File: config.mk
export PLATFORM = sky130hd
export DESIGN_NAME = tbc_timer
export DESIGN_NICKNAME = d
export VERILOG_FILES = /design/src/rtl/tbc_pkg.sv /design/src/rtl/tbc_edge_det.sv /design/src/rtl/tbc_tick_sel.sv /design/src/rtl/tbc_timer.sv
export SDC_FILE = /design/constraint.sdc
export NUM_CORES = 1
export LEC_CHECK = 0
export BUFFER_PORTS_ARGS = -buffer_cell sky130_fd_sc_hd__buf_2
export CAP_MARGIN = 25
export CORE_MARGIN = 2
export CORE_UTILIZATION = 40
export DETAILED_ROUTE_END_ITERATION = 10
export PLACE_DENSITY = 0.69
export SYNTH_ARGS = -nofsm -noshare
export SYNTH_HDL_FRONTEND = slang
export SYNTH_SLANG_ARGS = --single-unit
File: constraint.sdc
create_clock -name i_clk -period 2.4 [get_ports i_clk]
set_clock_uncertainty 0.15 [all_clocks]
set_input_delay 0.24 -clock i_clk [delete_from_list [all_inputs] [get_ports i_clk]]
set_output_delay 0.24 -clock i_clk [all_outputs]
set_load 0.005 [all_outputs]
File: src/rtl/tbc_pkg.sv
// Shared constants and types for the timer b unit counter/capture block
package tbc_pkg;

  localparam int          CNT_W         = 16;
  localparam logic [15:0] CNT_BOTTOM    = 16'h0000;
  localparam logic [15:0] CNT_MAX       = 16'hFFFF;
  localparam logic [15:0] CNT_RESET     = 16'h0000;
  localparam logic [15:0] CMP_RESET     = 16'h0000;

  // source_select field codes
  localparam logic [1:0]  SRC_DIV1      = 2'h0;
  localparam logic [1:0]  SRC_DIV2      = 2'h1;
  localparam logic [1:0]  SRC_SISTER    = 2'h2;
  localparam logic [1:0]  SRC_EVENT     = 2'h3;
  localparam logic [1:0]  SRC_RESET     = 2'h0;

  // Mode field codes; the remaining five codes are decoded as idle here
  localparam logic [2:0]  MODE_PERIODIC = 3'h0;
  localparam logic [2:0]  MODE_TIMEOUT  = 3'h1;
  localparam logic [2:0]  MODE_TOP_REACHED_FLAG_EVT = 3'h2;
  localparam logic [2:0]  MODE_RESET    = 3'h0;

  // Flag positions in the write-one-to-clear vector
  localparam int          FLAG_TOP_BIT  = 0;
  localparam int          FLAG_WRAP_BIT = 1;

  // Prescaler width for the divide-by-two output
  localparam int          PRESC_W       = 1;

  typedef enum logic {
    TO_FREEZE,
    TO_COUNT
  } tbc_to_state_t;

endpackage : tbc_pkg

File: src/rtl/tbc_edge_det.sv
// Event input synchroniser and edge detector
module tbc_edge_det
  import tbc_pkg::*;
(
  input  wire logic i_clk,
  input  wire logic i_rst,
  input  wire logic i_event,
  output logic      o_rise,
  output logic      o_fall
);

  logic sync1;
  logic sync2;
  logic sync3;
  logic level;
  logic next_level;
  logic next_rise;
  logic next_fall;

  ////////////////////////////////////////////////////////////////////////////////
  // A change counts only once the second and third stages agree, which filters
  // single-cycle glitches; pulses shorter than two cycles may be lost.
  always_comb begin
    next_level = level;
    next_rise  = 1'b0;
    next_fall  = 1'b0;
    if ((sync2 == sync3) && (sync3 != level)) begin
      next_level = sync3;
      next_rise  = sync3;
      next_fall  = ~sync3;
    end
  end

  always_ff @(posedge i_clk or posedge i_rst) begin
    if (i_rst) begin
      sync1  <= 1'b0;
      sync2  <= 1'b0;
      sync3  <= 1'b0;
      level  <= 1'b0;
      o_rise <= 1'b0;
      o_fall <= 1'b0;
    end else begin
      sync1  <= i_event;
      sync2  <= sync1;
      sync3  <= sync2;
      level  <= next_level;
      o_rise <= next_rise;
      o_fall <= next_fall;
    end
  end

endmodule // tbc_edge_det

File: src/rtl/tbc_tick_sel.sv
// Count clock selection: prescaler, sister timer tick or event tick
module tbc_tick_sel
  import tbc_pkg::*;
(
  input  wire logic       i_clk,
  input  wire logic       i_rst,
  input  wire logic       i_enable,
  input  wire logic [1:0] i_source_select,
  input  wire logic       i_sister_timer_tick,
  input  wire logic       i_event_tick,
  output logic            o_timer_tick
);

  logic [PRESC_W-1:0] presc;
  logic [PRESC_W-1:0] next_presc;

  ////////////////////////////////////////////////////////////////////////////////
  // Prescaler held at zero while disabled so the first tick phase is repeatable
  always_comb begin
    next_presc = i_enable ? presc + 1'b1 : '0;
  end

  always_ff @(posedge i_clk or posedge i_rst) begin
    if (i_rst) begin
      presc <= '0;
    end else begin
      presc <= next_presc;
    end
  end

  always_comb begin
    o_timer_tick = 1'b0;
    case (i_source_select)
      SRC_DIV1:   o_timer_tick = i_enable;
      SRC_DIV2:   o_timer_tick = i_enable & (&presc);
      SRC_SISTER: o_timer_tick = i_enable & i_sister_timer_tick;
      SRC_EVENT:  o_timer_tick = i_enable & i_event_tick;
      default:    o_timer_tick = 1'b0;
    endcase
  end

endmodule // tbc_tick_sel

File: src/rtl/tbc_timer.sv
// Timer b unit: 16-bit counter with periodic, time-out check and capture modes
//
// Overview of operation
// - Count range runs from 0x0000 bottom to 0xFFFF maximum; top is sequence peak.
// - Count clock comes from prescaler, sister timer tick or event channel.
// - After reset the unit sits in periodic interrupt mode, one of three.
// - With wave output enabled the pin shows the waveform, not the port value.
// - Enable set to one starts counting at the selected tick rate.
// - Periodic mode counts to compare value, flags top and restarts from bottom.
// - Top lowered below count: run to maximum, flag wrap, restart from bottom.
// - Time-out mode starts on first edge, stops on next, freezes until restart.
// - Edge select chooses start and stop polarity in time-out mode.
// - Time-out mode flags top when top is reached before the stop edge.
// - Time-out mode flags wrap at maximum when top was lowered, then restarts.
// - While frozen, count/compare reads and run writes change nothing.
// - Capture mode free-runs; each event copies count to compare and flags top.
// - Capture edge is selectable as rising or falling.
// - Capture mode clears top flag when software reads compare low byte.
// - Capture mode flags wrap each time the count reaches maximum.
module tbc_timer
  import tbc_pkg::*;
(
  input  wire logic        i_clk,
  input  wire logic        i_rst,
  // Control writes
  input  wire logic        i_ctrl_wr,
  input  wire logic        i_ctrl_enable,
  input  wire logic [1:0]  i_ctrl_source_select,
  input  wire logic [2:0]  i_ctrl_mode,
  input  wire logic        i_ctrl_wave_out_enable,
  input  wire logic        i_ctrl_init_level,
  input  wire logic        i_ctrl_edge_select,
  // Count and compare access
  input  wire logic        i_cnt_wr,
  input  wire logic [15:0] i_cnt_wdata,
  input  wire logic        i_cmp_wr,
  input  wire logic [15:0] i_cmp_wdata,
  input  wire logic        i_cmp_lo_rd,
  input  wire logic        i_run_wr,
  input  wire logic        i_run_wdata,
  input  wire logic [1:0]  i_flag_clr,
  // Clock sources and event input
  input  wire logic        i_sister_timer_tick,
  input  wire logic        i_event,
  // Port side of the wave pin
  input  wire logic        i_port_out,
  input  wire logic        i_port_dir,
  // Status and results
  output logic             o_enable,
  output logic [1:0]       o_source_select,
  output logic [2:0]       o_mode,
  output logic             o_edge_select,
  output logic [15:0]      o_count_value,
  output logic [15:0]      o_compare_value,
  output logic             o_run,
  output logic             o_top_reached_flag,
  output logic             o_wrap_flag,
  output logic             o_top_event,
  output logic             o_wrap_event,
  output logic             o_wave_pin,
  output logic             o_wave_pin_oe
);

  ////////////////////////////////////////////////////////////////////////////////
  // Control settings

  logic        enable;
  logic [1:0]  source_select;
  logic [2:0]  mode;
  logic        wave_out_enable;
  logic        init_level;
  logic        edge_select;
  logic        next_enable;
  logic [1:0]  next_source_select;
  logic [2:0]  next_mode;
  logic        next_wave_out_enable;
  logic        next_init_level;
  logic        next_edge_select;

  always_comb begin
    next_enable          = enable;
    next_source_select   = source_select;
    next_mode            = mode;
    next_wave_out_enable = wave_out_enable;
    next_init_level      = init_level;
    next_edge_select     = edge_select;
    if (i_ctrl_wr) begin
      next_enable          = i_ctrl_enable;
      next_source_select   = i_ctrl_source_select;
      next_mode            = i_ctrl_mode;
      next_wave_out_enable = i_ctrl_wave_out_enable;
      next_init_level      = i_ctrl_init_level;
      next_edge_select     = i_ctrl_edge_select;
    end
  end

  always_ff @(posedge i_clk or posedge i_rst) begin
    if (i_rst) begin
      enable          <= 1'b0;
      source_select   <= SRC_RESET;
      mode            <= MODE_RESET;
      wave_out_enable <= 1'b0;
      init_level      <= 1'b0;
      edge_select     <= 1'b0;
    end else begin
      enable          <= next_enable;
      source_select   <= next_source_select;
      mode            <= next_mode;
      wave_out_enable <= next_wave_out_enable;
      init_level      <= next_init_level;
      edge_select     <= next_edge_select;
    end
  end

  assign o_enable        = enable;
  assign o_source_select = source_select;
  assign o_mode          = mode;
  assign o_edge_select   = edge_select;

  ////////////////////////////////////////////////////////////////////////////////
  // Event edges and count tick

  logic ev_rise;
  logic ev_fall;
  logic timer_tick;
  logic start_edge;
  logic stop_edge;

  // Needs events held past one clock, else the filter drops them
  tbc_edge_det u_edge (
    .i_clk  (i_clk),
    .i_rst  (i_rst),
    .i_event(i_event),
    .o_rise (ev_rise),
    .o_fall (ev_fall)
  );

  tbc_tick_sel u_tick (
    .i_clk              (i_clk),
    .i_rst              (i_rst),
    .i_enable           (enable),
    .i_source_select    (source_select),
    .i_sister_timer_tick(i_sister_timer_tick),
    .i_event_tick       (ev_rise),
    .o_timer_tick       (timer_tick)
  );

  // Edge select zero: start or capture on rising, stop on falling
  assign start_edge = edge_select ? ev_fall : ev_rise;
  assign stop_edge  = edge_select ? ev_rise : ev_fall;

  ////////////////////////////////////////////////////////////////////////////////
  // Counter, compare and time-out state

  // One count step: {top hit, wrap hit, next count}
  function automatic logic [17:0] count_step(input logic [15:0] cnt,
                                             input logic [15:0] top,
                                             input logic        use_top);
    logic [17:0] res;
    res = {2'b00, cnt + 16'h0001};
    if (use_top && (cnt == top)) begin
      res = {2'b10, CNT_BOTTOM};
    end else if (cnt == CNT_MAX) begin
      res = {2'b01, CNT_BOTTOM};
    end
    return res;
  endfunction

  logic [15:0]   count_value;
  logic [15:0]   compare_value;
  tbc_to_state_t to_state;
  logic          wave;
  logic [15:0]   next_count_value;
  logic [15:0]   next_compare_value;
  tbc_to_state_t next_to_state;
  logic          next_wave;
  logic          top_hit;
  logic          wrap_hit;
  logic [17:0]   step;

  always_comb begin
    next_count_value   = count_value;
    next_compare_value = compare_value;
    next_to_state      = to_state;
    next_wave          = wave;
    top_hit            = 1'b0;
    wrap_hit           = 1'b0;
    step               = count_step(count_value, compare_value, mode != MODE_TOP_REACHED_FLAG_EVT);
    if (!enable) begin
      // Waveform parks at its chosen initial level while stopped
      next_wave     = init_level;
      next_to_state = TO_FREEZE;
    end else begin
      case (mode)
        MODE_PERIODIC: begin
          if (timer_tick) begin
            top_hit          = step[17];
            wrap_hit         = step[16];
            next_count_value = step[15:0];
            if (step[17]) begin
              next_wave = ~wave;
            end
          end
        end
        MODE_TIMEOUT: begin
          case (to_state)
            TO_FREEZE: begin
              if (start_edge) begin
                next_to_state    = TO_COUNT;
                next_count_value = CNT_BOTTOM;
              end
            end
            TO_COUNT: begin
              if (stop_edge) begin
                next_to_state = TO_FREEZE;
              end else if (timer_tick) begin
                top_hit          = step[17];
                wrap_hit         = step[16];
                next_count_value = step[15:0];
              end
              if (i_run_wr && !i_run_wdata) begin
                next_to_state = TO_FREEZE;
              end
            end
            default: next_to_state = TO_FREEZE;
          endcase
        end
        MODE_TOP_REACHED_FLAG_EVT: begin
          if (timer_tick) begin
            wrap_hit         = step[16];
            next_count_value = step[15:0];
          end
          if (start_edge) begin
            next_compare_value = count_value;
            top_hit            = 1'b1;
          end
        end
        default: begin
          next_count_value = count_value;
        end
      endcase
    end
    // Software access takes priority over counting and capture
    if (i_cnt_wr) begin
      next_count_value = i_cnt_wdata;
    end
    if (i_cmp_wr) begin
      next_compare_value = i_cmp_wdata;
    end
  end

  always_ff @(posedge i_clk or posedge i_rst) begin
    if (i_rst) begin
      count_value   <= CNT_RESET;
      compare_value <= CMP_RESET;
      to_state      <= TO_FREEZE;
      wave          <= 1'b0;
    end else begin
      count_value   <= next_count_value;
      compare_value <= next_compare_value;
      to_state      <= next_to_state;
      wave          <= next_wave;
    end
  end

  assign o_count_value   = count_value;
  assign o_compare_value = compare_value;
  // Run write in freeze is ignored in the state logic above
  assign o_run = (mode == MODE_TIMEOUT) ? (enable && (to_state == TO_COUNT)) : enable;

  ////////////////////////////////////////////////////////////////////////////////
  // Flags and event pulses

  logic top_flag;
  logic wrap_flag;
  logic next_top_flag;
  logic next_wrap_flag;
  logic next_wave_pin;
  logic next_wave_pin_oe;

  always_comb begin
    next_top_flag  = top_flag;
    next_wrap_flag = wrap_flag;
    if (i_flag_clr[FLAG_TOP_BIT]) begin
      next_top_flag = 1'b0;
    end
    if (i_flag_clr[FLAG_WRAP_BIT]) begin
      next_wrap_flag = 1'b0;
    end
    // Only capture mode reads clear; a frozen time-out read is harmless
    if (i_cmp_lo_rd && (mode == MODE_TOP_REACHED_FLAG_EVT)) begin
      next_top_flag = 1'b0;
    end
    // A new event in the clearing cycle wins so it is never lost
    if (top_hit) begin
      next_top_flag = 1'b1;
    end
    if (wrap_hit) begin
      next_wrap_flag = 1'b1;
    end
    // Waveform overrides the port output register when enabled
    next_wave_pin    = wave_out_enable ? next_wave : i_port_out;
    next_wave_pin_oe = wave_out_enable | i_port_dir;
  end

  always_ff @(posedge i_clk or posedge i_rst) begin
    if (i_rst) begin
      top_flag      <= 1'b0;
      wrap_flag     <= 1'b0;
      o_top_event   <= 1'b0;
      o_wrap_event  <= 1'b0;
      o_wave_pin    <= 1'b0;
      o_wave_pin_oe <= 1'b0;
    end else begin
      top_flag      <= next_top_flag;
      wrap_flag     <= next_wrap_flag;
      o_top_event   <= top_hit;
      o_wrap_event  <= wrap_hit;
      o_wave_pin    <= next_wave_pin;
      o_wave_pin_oe <= next_wave_pin_oe;
    end
  end

  assign o_top_reached_flag = top_flag;
  assign o_wrap_flag        = wrap_flag;

endmodule // tbc_timer

==> flow_summary.toml, run 1 <==
[grt]
grt_pass1_vias = 2710
grt.total_usage_pct = 19.8
grt_pass1_wl_mm = 13.3
grt_max_degree = 57
grt_overflow = 0
grt_antenna_before_repair = 0

[floorplanning]
core_um2 = 7330
dieArea_um2 = 8340
fp.dieW_um = 91.3
num_io_pins = 101
rows = 31
die_y_um = 91.3
start_util_pct = 41.6

[yosys]
netlist_area_um2 = 3050
async_reset_ff_share_pct = 100
synth_cells = 309
syn_area_per_cell_um2 = 9.87
synth_edf_count = 0
ys_seq_area_share_pct = 46.0
yosysWarningCount = 0
ys_ff_latch = 56
synth_top_flop_cell = "dfrtp_1"
syn_nets = 365
ys_types = 53

[pwr]
power.internal_mw = 1.65
power-per-cell-area_nw_per_um2 = 593
seqPwrFrac_pct = 48.8
combinationalPowerShare_pct = 25.4
p_leak_nw = 1.82
peakVddDrop_v = 0.000341
clockPowerShare_pct = 25.8
swShare_pct = 30.6
power.switching_mw = 0.729
power_mw = 2.38

[place]
post-dp-hpwl_mm = 6.05
place_area_um2 = 3760
globalplace.congestion = 0.840
io_buffer_count = 100
place_inst = 512

[drt]
routed_via_density = 5.19
detail-route-antenna-nets = 0
drt_iter0_drc = 198
routed_wl_mm = 8.08
drt_first_pass_iters = 4
vias = 2765
drc = 0
wire_per_inst_um = 15.2

[critical_path]
cp-start-kind = "register"
worstSetupPathType = "register to register"
arrival_ns = 2.32
required_ns = 2.43
cp_max_fo = 13
endpoint_kind = "register"

[clocking]
cts_tree = "done"
clock-sinks = 56
cts_root_buffer = "clkbuf_8"
clock_latency_ns = 0.31
clkTransAtPathRegs_ns = 0.10
htree_levels = 2
postCtsSetupBuffers = 0
cts_buffers = 5
cts_buffer_depth = 2

[sta]
hold_ws_ns = 0.00275
fin_crit_ns = 2.29
fmax_mhz = 436
period_share_pct = 95.5
rsz0062_at_grt = "true"
setup_violations = 0
final_max_slew_viol_count = 0
final_hold_viol_count = 0
maxSlewHeadroom_pct = 44.1
worst_pin_slew_ns = 0.838

[layout]
final_util_pct = 54.9
drive_gt1_share_pct = 35.9
area_growth_pct = 31.9
final_cell_area_um2 = 4020
n_antenna_cell = 0
fin_cells = 533
filler_cell_count = 709
fin_nets = 489

[status]
status = "completed"

[hold_path]
min_path_type = "input pin to register"

[flow_run]
max-cap-violations = 0
cell type report:
cell class,count,area [µm²],share of cell area (%)
clock inverters,2,35.0,0.871
flip-flops and latches,56,1400,34.8
repair buffers,132,781,19.4
multi-input cells,227,1570,39.0
well taps,99,124,3.08
inverters,11,41.3,1.03
clock buffers,6,72.6,1.80
cell usage in the layout, fill, tap and decap left out, types with 3 or more instances in the layout:
cell	instances
buf_4	18
xnor2_1	20
a211oi_1	3
o221ai_1	3
nor3_1	3
clkbuf_8	5
nand2_1	41
mux2i_1	18
a21o_1	3
nand4_1	7
nor2_1	12
nand3_1	11
a31oi_1	3
mux2_2	9
nor4_2	4
dlygate4sd3_1	13
a22oi_1	5
o21ai_0	29
dfrtp_1	56
buf_2	100
a21oi_1	9
inv_1	9
o211ai_1	3
registers in the layout, summed over array words and instances (netlist names), 2 cells and up:
register and flops:
o_source_select 2, o_count_value 16, o_compare_value 16, o_mode 3
what timing repair did:
item / in CTS / in global routing
setup endpoints to repair: 0 / 4
hold buffers: 12 / 1
endpoints found under the hold margin: 52 / 1
resized for setup: 0 / 5
cell families (layout without fill, tap and decap cells):
logic type	Yosys count	in the layout	synth area share, %
buf+inv	26	151	3.61
simple gates	101	101	18.1
fa+ha+maj	2	2	0.739
xor+xnor	22	22	6.32
compound gates	75	75	16.0
mux	27	27	9.23
flops	56	56	46.0
layer usage:
layer,share of wire [%],up-vias,global-route usage [%]
met3,5.3,10,3.57
met1,47,1307,27.8
met4,1.0,0,5.05
li1,-,1356,-
met5,0,-,0
met2,47,92,31.8
worst max-delay path, stage by stage (launching register included):
cell     delay, ns
dfrtp_1       0.43
mux2_2        0.40
a31oi_2       0.26
a21oi_2       0.12
buf_4         0.20
nor4_2        0.33
xnor2_1       0.15
o21ai_0       0.11
power by group through the flow:
stage                     Sequential (mW)  Combinational (mW)  Clock [mW]
final                                1.16               0.606       0.615
after global routing                 1.18               0.672       0.672
after CTS                            1.16               0.605       0.629
after detailed placement             1.18               0.587           0
after global placement               1.17               0.577           0
after floorplan                      1.16               0.333           0
per-stage QoR:
step | setup WS [ns] | setup TNS (ns)
final | 0.109 | 0
after global routing | -0.00196 | -0.00196
after CTS | 0.0588 | 0
after detailed placement | 0.0826 | 0
after global placement | 0.135 | 0
after floorplan | 0.295 | 0
path summary, 6_finish.rpt:
path                            slack (ns)                  to  depth (start not counted)      startpoint
max in group asynchronous             1.13         o_wrap_flag                          4           i_rst
worst max-delay path                  0.11   o_count_value[13]                          7   o_edge_select
worst min-delay path                 0.003    o_count_value[4]                          3  i_cnt_wdata[4]
worst max register to register        0.11   o_count_value[13]                          7   o_edge_select
min in group asynchronous             0.51  o_compare_value[2]                          4           i_rst
worst min register to register        0.21        u_edge.sync2                          0    u_edge.sync1
cell usage after synthesis (all sizes together), types with 3 or more instances:
cell,instances,share of area (%)
a211oi,4,1.4
a21o,3,0.74
a21oi,11,1.9
a22oi,5,1.2
a31oi,5,1.2
buf,3,0.78
clkbuf,12,1.5
dfrtp,56,46
inv,11,1.4
mux2,9,3.3
mux2i,18,5.9
nand2,42,5.2
nand3,12,2.1
nand4,7,1.4
nor2,12,1.5
nor3,5,1.1
nor3b,3,0.74
nor4,6,2.3
o211ai,4,1.1
o21ai,31,5.1
o221ai,3,0.86
xnor2,20,5.7
No activity file was read; power rests on OpenSTA's default activity.
==> inputs of run 2 (changes only) <==
--- a/config.mk
+++ b/config.mk
@@ -8,9 +8,10 @@
 export BUFFER_PORTS_ARGS = -buffer_cell sky130_fd_sc_hd__buf_2
 export CAP_MARGIN = 25
 export CORE_MARGIN = 2
-export CORE_UTILIZATION = 40
+export CORE_UTILIZATION = 51
 export DETAILED_ROUTE_END_ITERATION = 10
-export PLACE_DENSITY = 0.69
+export PLACE_DENSITY = 0.84
+export REMOVE_ABC_BUFFERS = 1
 export SYNTH_ARGS = -nofsm -noshare
 export SYNTH_HDL_FRONTEND = slang
 export SYNTH_SLANG_ARGS = --single-unit
==> flow_summary.toml, run 2 (same netlist as run 1, synthesis figures left out) <==
[status]
status = "completed"

[floorplanning]
dieArea_um2 = 6610
start_util_pct = 52.1
num_io_pins = 101
die_y_um = 81.3
core_um2 = 5850
rows = 28
fp.dieW_um = 81.3

[drt]
drc = 0
routed_wl_mm = 7.55
drt_first_pass_iters = 4
detail-route-antenna-nets = 0
wire_per_inst_um = 15.1
routed_via_density = 5.58
drt_iter0_drc = 189
vias = 2792

[pwr]
combinationalPowerShare_pct = 25.4
swShare_pct = 30.8
clockPowerShare_pct = 23.1
power.switching_mw = 0.696
power_mw = 2.26
seqPwrFrac_pct = 51.5
peakVddDrop_v = 0.000346
power-per-cell-area_nw_per_um2 = 586
p_leak_nw = 1.77
power.internal_mw = 1.57

[flow_run]
max-cap-violations = 0

[layout]
final_cell_area_um2 = 3860
n_antenna_cell = 0
filler_cell_count = 461
layout_common_cells = "buf_2, dfrtp_1, nand2_1"
final_common_cell = "buf_2"
drive_gt1_share_pct = 35.5
area_growth_pct = 26.6
fin_nets = 480

[place]
io_buffer_count = 100
globalplace.congestion = 0.922
place_area_um2 = 3710
post-dp-hpwl_mm = 5.78

[critical_path]
cp_max_fo = 5
required_ns = 2.46
arrival_ns = 2.31
cp-start-kind = "register"
endpoint_kind = "register"
worstSetupPathType = "register to register"

[hold_path]
min_path_type = "input pin to register"

[sta]
final_max_slew_viol_count = 0
setup_tns_ns = 0
fmax_mhz = 444
setup_violations = 0
period_share_pct = 93.9
hold_ws_ns = 0.00118
rsz0062_at_grt = "false"
maxSlewHeadroom_pct = 50.1
final_hold_viol_count = 0
fin_crit_ns = 2.25
worst_pin_slew_ns = 0.747

[clocking]
cts_buffers = 5
cts_tree = "done"
clock-sinks = 56
clock_latency_ns = 0.30
clkTransAtPathRegs_ns = 0.09
cts_root_buffer = "clkbuf_8"
htree_levels = 2
cts_buffer_depth = 2

[grt]
grt_antenna_before_repair = 0
grt_pass1_vias = 2694
grt_overflow = 0
grt.total_usage_pct = 24.0
grt_max_degree = 33
grt_pass1_wl_mm = 12.3
==> run 2: power groups by stage <==
stage          Clock (mW)  Sequential, mW  Combinational, mW
2_1_floorplan           0            1.18              0.287
3_3_place_gp            0            1.17              0.556
3_5_place_dp            0            1.18              0.569
4_1_cts             0.531            1.16              0.576
5_1_grt             0.586            1.18              0.639
6_report            0.522            1.16              0.575
==> run 2: what timing repair did <==
item                                    in CTS  in global routing
resized for setup                            0                  1
hold endpoints to repair                    31                  1
hold buffers                                 4                  1
setup buffers                                0                  0
endpoints found under the setup margin       0                  3
==> run 2: worst paths after layout <==
check,startpoint,end,slack (ns),cells past startpoint
worst max-delay path,o_edge_select,o_count_value[7],0.15,6
min in group asynchronous,i_rst,o_compare_value[0],0.41,3
max in group asynchronous,i_rst,o_compare_value[3],1.00,4
worst min register to register,u_edge.sync1,u_edge.sync2,0.21,0
worst min-delay path,i_cnt_wdata[2],o_count_value[2],0.001,3
worst max register to register,o_edge_select,o_count_value[7],0.15,6
==> run 2: final cells by class <==
class	count	area, µm²	share of cell area [%]
clock buffers	8	90.1	2.33
well taps	75	93.8	2.43
repair buffers	123	686	17.8
inverters	11	41.3	1.07
multi-input cells	227	1550	40.1
flip-flops and latches	56	1400	36.3
==> run 2: worst max-delay path, cell delays in order (launching register included) <==
cell and delay [ns]:
dfrtp_1 0.41, mux2_2 0.38, a31oi_2 0.25, a21oi_2 0.14, nor4_4 0.33, nand2_1 0.20
o311ai_1 0.29
==> run 2: metal layers <==
layer	GRT usage [%]	up-vias	routed length, µm
li1	-	1344	-
met2	41.1	110	3680
met1	31.7	1334	3310
met5	0	-	0
met3	4.56	4	518
met4	5.08	0	36
==> run 2: metrics by stage <==
step | utilization, % | setup slack (ns) | instances
after floorplan | - | 0.0129 | 294
after global placement | 63.5 | 0.209 | 487
after detailed placement | 63.5 | 0.162 | 487
after CTS | 65.7 | 0.136 | 499
after global routing | 66.0 | 0.00313 | 500
final | 66.0 | 0.147 | 500
==> inputs of run 3 (changes only) <==
--- a/config.mk
+++ b/config.mk
@@ -14,4 +14,5 @@
 export REMOVE_ABC_BUFFERS = 1
 export SYNTH_ARGS = -nofsm -noshare
 export SYNTH_HDL_FRONTEND = slang
+export SYNTH_HIERARCHICAL = 1
 export SYNTH_SLANG_ARGS = --single-unit
==> flow_summary.toml, run 3 <==
[layout]
final_common_cell = "buf_2"
layout_common_cells = "buf_2, dfrtp_1, nand2_1"
area_growth_pct = 30.8
fin_cells = 512
fin_nets = 492
drive_gt1_share_pct = 34.3
n_antenna_cell = 0

[status]
violations = "hold timing"
status = "finished with violations"

[grt]
grt_pass1_wl_mm = 13.2
grt_antenna_before_repair = 0
grt_overflow = 0
grt_pass1_vias = 2807
grt_max_degree = 33
grt.total_usage_pct = 26.0

[yosys]
ys_ff_latch = 56
yosys.area.top_type = "dfrtp_1"
yosysWarningCount = 6
netlist_area_um2 = 3050
async_reset_ff_share_pct = 100
ys_seq_area_share_pct = 46.0
syn_area_per_cell_um2 = 9.77
synth.area.top_cells = "dfrtp_1, nand2_1, xnor2_1, mux2i_1, o21ai_0"
synth_top_flop_cell = "dfrtp_1"
synth_edf_count = 0
synth_common_cells = "dfrtp_1, nand2_1, o21ai_0, inv_1, nor2_1"
synth_top_cell_area_share_pct = 46.0
synth_cells = 312
ys_types = 60
synth.most_common_cell = "dfrtp_1"

[sta]
setup_violations = 0
final_max_slew_viol_count = 0
fin_crit_ns = 2.29
period_share_pct = 95.4
hold_ws_ns = -0.0202
rsz0062_at_grt = "true"
worst_pin_slew_ns = 0.493
final_hold_viol_count = 2
maxSlewHeadroom_pct = 67.1
fmax_mhz = 437

[drt]
routed_via_density = 5.50
drt_first_pass_iters = 4
detail-route-antenna-nets = 0
drt_iter0_drc = 300
wire_per_inst_um = 15.9
drc = 0
routed_wl_mm = 8.13
vias = 2818

[clocking]
clkTransAtPathRegs_ns = 0.11
cts_buffer_depth = 2
clock_latency_ns = 0.31
cts_root_buffer = "clkbuf_8"
cts_tree = "done"
htree_levels = 2
clock-sinks = 56
cts_buffers = 5
postCtsSetupBuffers = 0

[pwr]
p_leak_nw = 1.91
power_mw = 2.33
peakVddDrop_v = 0.000362
power-per-cell-area_nw_per_um2 = 584

[floorplanning]
fp.dieW_um = 81.3
rows = 28
core_um2 = 5850
start_util_pct = 52.1
dieArea_um2 = 6610
die_y_um = 81.3
num_io_pins = 101

[place]
post-dp-hpwl_mm = 5.88
place_inst = 485
globalplace.congestion = 0.907
io_buffer_count = 100

[critical_path]
arrival_ns = 2.34
worstPathCellList = "nand4_1, or3_1, o31ai_2, a31oi_4, a21o_1, a221o_1"
cp_slowest_stage_delay_ns = 0.52
worstSetupPathType = "register to register"
endpoint_kind = "register"
critPathSlowestCell = "dfrtp_1"
cp_max_fo = 10
required_ns = 2.45
cp-start-kind = "register"

[hold_path]
min_path_type = "input pin to register"

[flow_run]
max-cap-violations = 0
## run 3: cell count changes after synthesis, sizes merged, moves of 3 or more
cell,before,now
inv,11,18
mux2i,18,13
xnor2,20,15
nor2,12,16
nor4,6,1
clkbuf,12,9
o2111ai,0,6
o21ai,31,28
xor2,2,8
nand3,12,9
a31oi,5,2
## run 3: through the flow
stage / utilization (%) / cell area [µm²] / setup TNS, ns / setup WS, ns
3_3_place_gp: 63.0 / 3690 / 0 / 0.241
2_1_floorplan: - / 2990 / 0 / 0.0169
5_1_grt: 68.2 / 3990 / -0.00232 / -0.00232
3_5_place_dp: 63.0 / 3690 / 0 / 0.143
6_report: 68.2 / 3990 / 0 / 0.110
4_1_cts: 68.2 / 3990 / 0 / 0.135
## run 3: logic make-up (layout without fill, tap and decap cells)
group           Yosys count  count (layout)  share of synthesized area [%]
compound gates           75              75                           17.2
xor+xnor                 23              23                           6.61
flops                    56              56                           46.0
mux                      22              22                           7.59
simple gates            102             102                           17.7
buf+inv                  32             157                           4.19
fa+ha+maj                 2               2                          0.780
## run 3: critical path: cells and delay by family, from the launching register on
family             cells  cell delay, ns
AOI/OAI and AO/OA      4            0.89
DFF                    1            0.52
and+or+nand+nor        2            0.61
## run 3: metal layers
layer  share of wire [%]  up-vias  GRT usage (%)
li1                    -     1353              -
met1                  41     1345           33.4
met2                  50      102           44.3
met3                 6.0       18           3.56
met4                 2.6        0           10.0
met5                   0        -              0
## run 3: area by class of cell
type | count | area, µm²
fill | 459 | 1860
multi-input combinational | 224 | 1520
clock buffer | 6 | 72.6
inverter | 18 | 67.6
clock inverter | 2 | 38.8
timing repair buffer | 131 | 793
sequential | 56 | 1400
tap | 75 | 93.8
## run 3: path summary, 6_finish.rpt
kind	startpoint	cells after the start	slack, ns	end
worst max-delay path	o_count_value[13]	6	0.11	o_count_value[10]
max in group asynchronous	i_rst	4	1.20	o_compare_value[13]
min in group asynchronous	i_rst	3	0.19	u_tick/presc
worst min register to register	u_edge/sync1	0	0.22	u_edge/sync2
worst min-delay path	i_cmp_wdata[12]	3	-0.02	o_compare_value[12]
worst max register to register	o_count_value[13]	6	0.11	o_count_value[10]
## run 3: where the power goes
group / leakage (nW) / internal, mW / total [mW] / switching [mW]
registers: 0.684 / 1.03 / 1.14 / 0.112
logic: 1.17 / 0.271 / 0.547 / 0.276
clock network: 0.0558 / 0.316 / 0.639 / 0.323
## run 3: repair_timing
item	4_1_cts	5_1_grt
setup endpoints to repair	0	1
hold buffers	19	0
hold endpoints to repair	46	0
gates resized for setup	0	0
